File: src/verilog/ppw_consts.svh
// Purpose: constants for the port pin wake and edge interrupt block
// Assumes: 12-bit register-file addresses, 8-bit data
// Notes:   definitions only
`ifndef PPW_CONSTS_SVH
`define PPW_CONSTS_SVH

`define PPW_ADDR_W          12
`define PPW_OFF_IRQ_EN_LOW  12'hFC8
`define PPW_OFF_EDGE_POL    12'hFCD
`define PPW_OFF_PORT_ADDR   12'hFD0
`define PPW_OFF_PORT_CTL    12'hFD1
`define PPW_SUB_DDR         8'h01
`define PPW_SUB_ALT_FUNC    8'h02
`define PPW_SUB_WAKE_EN     8'h05
`define PPW_SUB_AFS_FIRST   8'h07
`define PPW_SUB_AFS_SECOND  8'h08
`define PPW_RST_BYTE        8'h00
`define PPW_IRQ_EN_LOW_MASK 8'h0F
`define PPW_XTAL_IN_BIT     0
`define PPW_XTAL_OUT_BIT    1
`define PPW_HIST_STAGES     3

`endif

File: src/verilog/ppw_pkg.sv
// Purpose: types for the port pin wake and edge interrupt block
// Assumes: nothing
// Notes:   shared type only
package ppw_pkg;
  typedef logic [7:0] ppw_byte_t;
endpackage

File: src/verilog/ppw_port_ctl.sv
// Purpose: port A pin control, wake sources, edge interrupts, port C enables
// Assumes: cpu register-file bus on the system clock; pins are asynchronous
// Notes:   peripheral direction and outputs come in per alternate function
//
// What this block does
// - alternate function pins take peripheral direction
// - two set subregisters pick the alternate function
// - crystal enable overrides pins zero and one
// - enabled pin transitions in stop start recovery
// - polarity bit picks falling or rising interrupt
// - low four bits hold port C enables
// - wake, polarity and enable registers reset zero
`timescale 1ns/1ps
`include "ppw_consts.svh"

module ppw_port_ctl #(
  parameter int PINS = 8
) (
  input  wire logic                    core_clk_in,
  input  wire logic                    rst_n_in,
  input  wire logic [`PPW_ADDR_W-1:0]  reg_addr_in,
  input  wire logic                    reg_wr_in,
  input  wire logic                    reg_rd_in,
  input  wire ppw_pkg::ppw_byte_t      reg_wdata_in,
  output logic      [7:0]              reg_rdata_out,
  input  wire logic [PINS-1:0]         pin_in,
  input  wire logic [PINS-1:0]         gpio_out_data_in,
  input  wire logic [PINS-1:0]         periph1_oe_in,
  input  wire logic [PINS-1:0]         periph1_out_in,
  input  wire logic [PINS-1:0]         periph2_oe_in,
  input  wire logic [PINS-1:0]         periph2_out_in,
  input  wire logic [PINS-1:0]         periph3_oe_in,
  input  wire logic [PINS-1:0]         periph3_out_in,
  input  wire logic                    xtal_enable_in,
  input  wire logic                    stop_mode_in,
  input  wire logic                    xtal_osc_out_in,
  output logic      [PINS-1:0]         pin_out,
  output logic      [PINS-1:0]         pin_oe_out,
  output logic      [PINS-1:0]         pin_sync_out,
  output logic                         xtal_in_pin_out,
  output logic      [PINS-1:0]         edge_irq_out,
  output logic      [3:0]              portc_irq_en_low_out,
  output logic                         stop_recovery_out
);

  // elaboration-time refusal of port widths the register map cannot serve
  if (PINS != 8)
  begin
    $error("ppw_port_ctl serves eight-bit ports only");
  end

  ////////////////////////////////////////////////////////////////////////////
  // register decode

  function automatic logic hit(input logic [`PPW_ADDR_W-1:0] a,
                               input logic [`PPW_ADDR_W-1:0] off);
    hit = (a == off);
  endfunction

  logic [7:0]      sub_addr_q, sub_addr_d;
  logic [7:0]      irq_en_low_q, irq_en_low_d;
  logic [7:0]      edge_pol_q, edge_pol_d;
  logic [7:0]      wake_en_q, wake_en_d;
  logic [7:0]      ddr_q, ddr_d;
  logic [7:0]      alt_en_q, alt_en_d;
  logic [7:0]      afs_first_q, afs_first_d;
  logic [7:0]      afs_second_q, afs_second_d;
  logic [7:0]      rdata_q, rdata_d;
  logic            ctl_wr;

  // next values of the software registers and read data
  always_comb
  begin
    sub_addr_d   = sub_addr_q;
    irq_en_low_d = irq_en_low_q;
    edge_pol_d   = edge_pol_q;
    wake_en_d    = wake_en_q;
    ddr_d        = ddr_q;
    alt_en_d     = alt_en_q;
    afs_first_d  = afs_first_q;
    afs_second_d = afs_second_q;
    rdata_d      = `PPW_RST_BYTE;
    ctl_wr       = reg_wr_in && hit(reg_addr_in, `PPW_OFF_PORT_CTL);
    if (reg_wr_in && hit(reg_addr_in, `PPW_OFF_PORT_ADDR))
      sub_addr_d = reg_wdata_in;
    if (reg_wr_in && hit(reg_addr_in, `PPW_OFF_IRQ_EN_LOW))
      irq_en_low_d = reg_wdata_in & `PPW_IRQ_EN_LOW_MASK;
    if (reg_wr_in && hit(reg_addr_in, `PPW_OFF_EDGE_POL))
      edge_pol_d = reg_wdata_in;
    if (ctl_wr)
    begin
      unique case (sub_addr_q)
        `PPW_SUB_DDR:        ddr_d = reg_wdata_in;
        `PPW_SUB_ALT_FUNC:   alt_en_d = reg_wdata_in;
        `PPW_SUB_WAKE_EN:    wake_en_d = reg_wdata_in;
        `PPW_SUB_AFS_FIRST:  afs_first_d = reg_wdata_in;
        `PPW_SUB_AFS_SECOND: afs_second_d = reg_wdata_in;
        default:             ;
      endcase
    end
    if (reg_rd_in)
    begin
      if (hit(reg_addr_in, `PPW_OFF_PORT_ADDR))
        rdata_d = sub_addr_q;
      else if (hit(reg_addr_in, `PPW_OFF_IRQ_EN_LOW))
        rdata_d = irq_en_low_q;
      else if (hit(reg_addr_in, `PPW_OFF_EDGE_POL))
        rdata_d = edge_pol_q;
      else if (hit(reg_addr_in, `PPW_OFF_PORT_CTL))
      begin
        unique case (sub_addr_q)
          `PPW_SUB_DDR:        rdata_d = ddr_q;
          `PPW_SUB_ALT_FUNC:   rdata_d = alt_en_q;
          `PPW_SUB_WAKE_EN:    rdata_d = wake_en_q;
          `PPW_SUB_AFS_FIRST:  rdata_d = afs_first_q;
          `PPW_SUB_AFS_SECOND: rdata_d = afs_second_q;
          default:             rdata_d = `PPW_RST_BYTE;
        endcase
      end
    end
  end

  // software registers, all clear at reset
  always_ff @(posedge core_clk_in or negedge rst_n_in)
  begin
    if (!rst_n_in)
    begin
      sub_addr_q   <= `PPW_RST_BYTE;
      irq_en_low_q <= `PPW_RST_BYTE;
      edge_pol_q   <= `PPW_RST_BYTE;
      wake_en_q    <= `PPW_RST_BYTE;
      ddr_q        <= `PPW_RST_BYTE;
      alt_en_q     <= `PPW_RST_BYTE;
      afs_first_q  <= `PPW_RST_BYTE;
      afs_second_q <= `PPW_RST_BYTE;
      rdata_q      <= `PPW_RST_BYTE;
    end
    else
    begin
      sub_addr_q   <= sub_addr_d;
      irq_en_low_q <= irq_en_low_d;
      edge_pol_q   <= edge_pol_d;
      wake_en_q    <= wake_en_d;
      ddr_q        <= ddr_d;
      alt_en_q     <= alt_en_d;
      afs_first_q  <= afs_first_d;
      afs_second_q <= afs_second_d;
      rdata_q      <= rdata_d;
    end
  end

  ////////////////////////////////////////////////////////////////////////////
  // pin drive: gpio, alternate function, crystal override

  logic [PINS-1:0] oe_d, out_d, oe_q, out_q;

  // per pin mux; ddr bit 1 means input, as on the gpio port
  always_comb
  begin
    for (int i = 0; i < PINS; i++)
    begin
      if (alt_en_q[i])
      begin
        unique case ({afs_second_q[i], afs_first_q[i]})
          2'h1:
          begin
            oe_d[i]  = periph2_oe_in[i];
            out_d[i] = periph2_out_in[i];
          end
          2'h2,
          2'h3:
          begin
            oe_d[i]  = periph3_oe_in[i];
            out_d[i] = periph3_out_in[i];
          end
          default:
          begin
            oe_d[i]  = periph1_oe_in[i];
            out_d[i] = periph1_out_in[i];
          end
        endcase
      end
      else
      begin
        oe_d[i]  = ~ddr_q[i];
        out_d[i] = gpio_out_data_in[i];
      end
    end
    if (xtal_enable_in)
    begin
      oe_d[`PPW_XTAL_IN_BIT]   = 1'b0;
      out_d[`PPW_XTAL_IN_BIT]  = 1'b0;
      oe_d[`PPW_XTAL_OUT_BIT]  = 1'b1;
      out_d[`PPW_XTAL_OUT_BIT] = xtal_osc_out_in;
    end
  end

  // pin drive registers
  always_ff @(posedge core_clk_in or negedge rst_n_in)
  begin
    if (!rst_n_in)
    begin
      oe_q  <= '0;
      out_q <= '0;
    end
    else
    begin
      oe_q  <= oe_d;
      out_q <= out_d;
    end
  end

  ////////////////////////////////////////////////////////////////////////////
  // pin synchroniser, edge interrupts and stop recovery

  logic [PINS-1:0]             sync1_q, sync2_q, prev_q, irq_q, irq_d;
  logic                        wake_q, wake_d, xin_q;
  logic [`PPW_HIST_STAGES-1:0] live_q, live_d;

  // edge detect on the second stage only, once the history holds real pin levels;
  // the flops clear at reset, so a pin sitting high would look like a rising edge
  always_comb
  begin
    live_d = {live_q[`PPW_HIST_STAGES-2:0], 1'b1};
    for (int i = 0; i < PINS; i++)
      irq_d[i] = live_q[`PPW_HIST_STAGES-1] &&
                 (edge_pol_q[i] ? (sync2_q[i] & ~prev_q[i])
                                : (~sync2_q[i] & prev_q[i]));
    wake_d = stop_mode_in && live_q[`PPW_HIST_STAGES-1] &&
             |(wake_en_q & (sync2_q ^ prev_q));
  end

  // two-flop sync, history and output pulses
  always_ff @(posedge core_clk_in or negedge rst_n_in)
  begin
    if (!rst_n_in)
    begin
      sync1_q <= '0;
      sync2_q <= '0;
      prev_q  <= '0;
      irq_q   <= '0;
      wake_q  <= 1'b0;
      xin_q   <= 1'b0;
      live_q  <= '0;
    end
    else
    begin
      sync1_q <= pin_in;
      sync2_q <= sync1_q;
      prev_q  <= sync2_q;
      irq_q   <= irq_d;
      wake_q  <= wake_d;
      xin_q   <= sync2_q[`PPW_XTAL_IN_BIT] & xtal_enable_in;
      live_q  <= live_d;
    end
  end

  assign reg_rdata_out        = rdata_q;
  assign pin_out              = out_q;
  assign pin_oe_out           = oe_q;
  assign pin_sync_out         = prev_q;
  assign xtal_in_pin_out      = xin_q;
  assign edge_irq_out         = irq_q;
  assign portc_irq_en_low_out = irq_en_low_q[3:0];
  assign stop_recovery_out    = wake_q;

endmodule

File: config.mk
export PLATFORM = sky130hd
export DESIGN_NAME = ppw_port_ctl
export DESIGN_NICKNAME = d
export VERILOG_FILES = /design/src/verilog/ppw_pkg.sv /design/src/verilog/ppw_port_ctl.sv
export VERILOG_INCLUDE_DIRS = /design/src /design/src/verilog
export SDC_FILE = /design/constraint.sdc
export NUM_CORES = 1
export LEC_CHECK = 0
export ABC_AREA = 1
export BUFFER_PORTS_ARGS = -buffer_cell sky130_fd_sc_hd__buf_2
export CORE_ASPECT_RATIO = 1.2
export CORE_MARGIN = 1
export CORE_UTILIZATION = 40
export CTS_CLUSTER_DIAMETER = 30
export DETAILED_ROUTE_END_ITERATION = 12
export PLACE_DENSITY = 0.61
export SLEW_MARGIN = 20
export SYNTH_ARGS = -nofsm -noshare
export SYNTH_HDL_FRONTEND = slang
export SYNTH_SLANG_ARGS = --single-unit
File: constraint.sdc
create_clock -name core_clk_in -period 2.8 [get_ports core_clk_in]
set_clock_uncertainty 0.1 [all_clocks]
set_input_delay 0.14 -clock core_clk_in [delete_from_list [all_inputs] [get_ports core_clk_in]]
set_output_delay 0.14 -clock core_clk_in [all_outputs]
set_load 0.1 [all_outputs]
==> flow_metrics.tcl <==
set metrics [dict create \
    synth_edf_count 0 \
    synth_area_per_cell_um2 8.32 \
    final_cell_mix "153 x nand2_1, 135 x buf_2, 121 x dfrtp_1" \
    dr_total_vias 5164 \
    postSynthCellCount 674 \
    post_cts_buffers 0 \
    grt_pass1_vias 4978 \
    arrival_ns 2.50 \
    min_path_type "primary input to flop" \
    path_max_fanout 19 \
    start_util_pct 40.8 \
    power_density_mw_per_mm2 566 \
    insertion_delay_ns 0.42 \
    dpl.hpwl_um 10600 \
    gp_congestion 0.840 \
    synth_area_mm2 0.00561 \
    clockRootBuffer "clkbuf_16" \
    final_common_cell "nand2_1" \
    die_h_um 132 \
    die_area_mm2 0.0145 \
    die_x_um 110 \
    rsz0062_at_grt "no" \
    seq_area_mm2 0.00303 \
    area_delta_synth_final_pct 33.7 \
    drc_errors 0 \
    dr.pass1.iters 6 \
    leakagePower_nw 3.74 \
    cts_buffer_depth 2 \
    hold_buffers 44 \
    cts_max_level 4 \
    drive_above_1_share_pct 21.5 \
    antenna_left 0 \
    cts_tree "yes" \
    grtUsageTotal_pct 21.5 \
    cts_inserted_buffers 17 \
    antenna_found_initial 0 \
    drt_iter0_drc 290 \
    cts.clk_slew.worst_paths_ns 0.05 \
    peakVddDrop_v 0.000403 \
    status "finished clean" \
    wl_per_cell_um 14.0 \
    setup_viol 0 \
    grt_pass1_wl_um 23700 \
    timing_worst_setup_path_type "flop to flop" \
    ctsResizeCount 0 \
    grt_start_max_net_pins 61 \
    drv_cap 0 \
    endpoint_kind "flop" \
    diodes 0 \
    rows 47 \
    multiInputGateArea_mm2 0.00215 \
    io_pins 137 \
    worstSetupStartpointType "flop" \
    setup-tns-final_ns 0 \
    fin_crit_sh_pct 82.0 \
    utilization_pct 54.5 \
    hold_viol 0 \
    fillers 1304 \
    worst_pin_slew_ns 0.750 \
    async_reset_ff_share_pct 100 \
    yosysSeqAreaShare_pct 54.0 \
    cts_sinks 121 \
    wirelength_um 14700 \
    core_mm2 0.0138 \
    ys_types 25 \
    io_buffers 136 \
    required_ns 3.01 \
    synth_fp_nets 781 \
    final_cells 1049 \
    nNetsFinal 973 \
    slew_violations 0 \
    dp_cells 974 \
    maxSlewHeadroom_pct 49.7 \
    fmax_mhz 436 \
    yosysWarningCount 0 \
    overflow 0 \
    via_per_inst 4.92 \
    period_minus_slack_ns 2.30 \
    synth-main-ff-cell "dfrtp_1" \
    ys_ff_latch 121 \
]
## layout make-up
class | count | share of cell area (%)
flip-flops and latches | 121 | 40.4
multi-input cells | 442 | 28.6
repair buffers | 186 | 15.7
clock buffers | 18 | 5.86
inverters | 98 | 4.90
well taps | 171 | 2.85
clock inverters | 13 | 1.62
## logic make-up after synthesis
family,after synthesis,synth area share [%]
AOI/OAI and AO/OA,108,9.84
adders and majority gates,16,3.57
buffers and inverters,111,7.72
DFF,121,54.0
other,1,0.0669
and+or+nand+nor,317,24.8
## where the power goes
group | switching (mW) | total, mW | internal, mW
clock network | 0.812 | 2.05 | 1.24
registers | 0.0182 | 1.80 | 1.78
logic | 0.262 | 0.389 | 0.126
## synth_stat cells (all sizes together) (2+ instances only)
cell type,count,area share (%)
a21oi,19,1.7
buf,11,0.98
clkbuf,2,0.18
dfrtp,121,54
ha,16,3.6
inv,98,6.6
nand2,156,11
nand3,70,6.2
nand4,16,1.8
nor2,62,4.4
nor3,4,0.45
nor4,3,0.60
o21ai,83,7.4
o22ai,4,0.45
or2,5,0.56
## sequential cells by signal (all words and copies together), names as in the netlist, 3 cells and up
signal,count
live_q,3
pin_sync_out,8
afs_first_q,8
ddr_q,8
sync2_q,8
sync1_q,8
edge_irq_out,8
pin_out,8
alt_en_q,8
wake_en_q,8
reg_rdata_out,8
irq_en_low_q,4
edge_pol_q,8
pin_oe_out,8
sub_addr_q,8
afs_second_q,8
## path summary, 6_finish.rpt
check	slack, ns	from	cells after the start	end
worst max-delay path	0.50	sub_addr_q[4]	5	afs_first_q[1]
max in group asynchronous	1.70	rst_n_in	3	edge_irq_out[5]
min in group asynchronous	0.10	rst_n_in	2	sync1_q[5]
worst min register to register	0.25	sync1_q[6]	0	sync2_q[6]
worst min-delay path	0.03	periph2_oe_in[6]	5	pin_oe_out[6]
worst max register to register	0.50	sub_addr_q[4]	5	afs_first_q[1]
## worst max-delay path, stage by stage, from the launching register on
cell and delay (ns):
dfrtp_1 0.41, inv_1 0.06, nand2_1 0.05, nor2_2 0.53, nand4_1 0.65, o21ai_0 0.38
## routing by layer
layer	wire [um]	track usage, %
met1	6020	25.9
met2	7640	36.9
met3	775	4.51
met4	227	8.92
met5	0	0
## metrics by stage
step                      setup slack (ns)  power (mW)  hold WS (ns)  cell area, um^2
after detailed placement             0.529        2.18      0.000985             6500
final                                0.504        4.24        0.0255             7500
after global routing                 0.241        4.39        0.0367             7500
after CTS                            0.515        4.28        0.0124             7500
after floorplan                      0.878        2.02        -0.256             5610
after global placement               0.567        2.17    -0.0000163             6500
(Power assumes the default switching activity.)
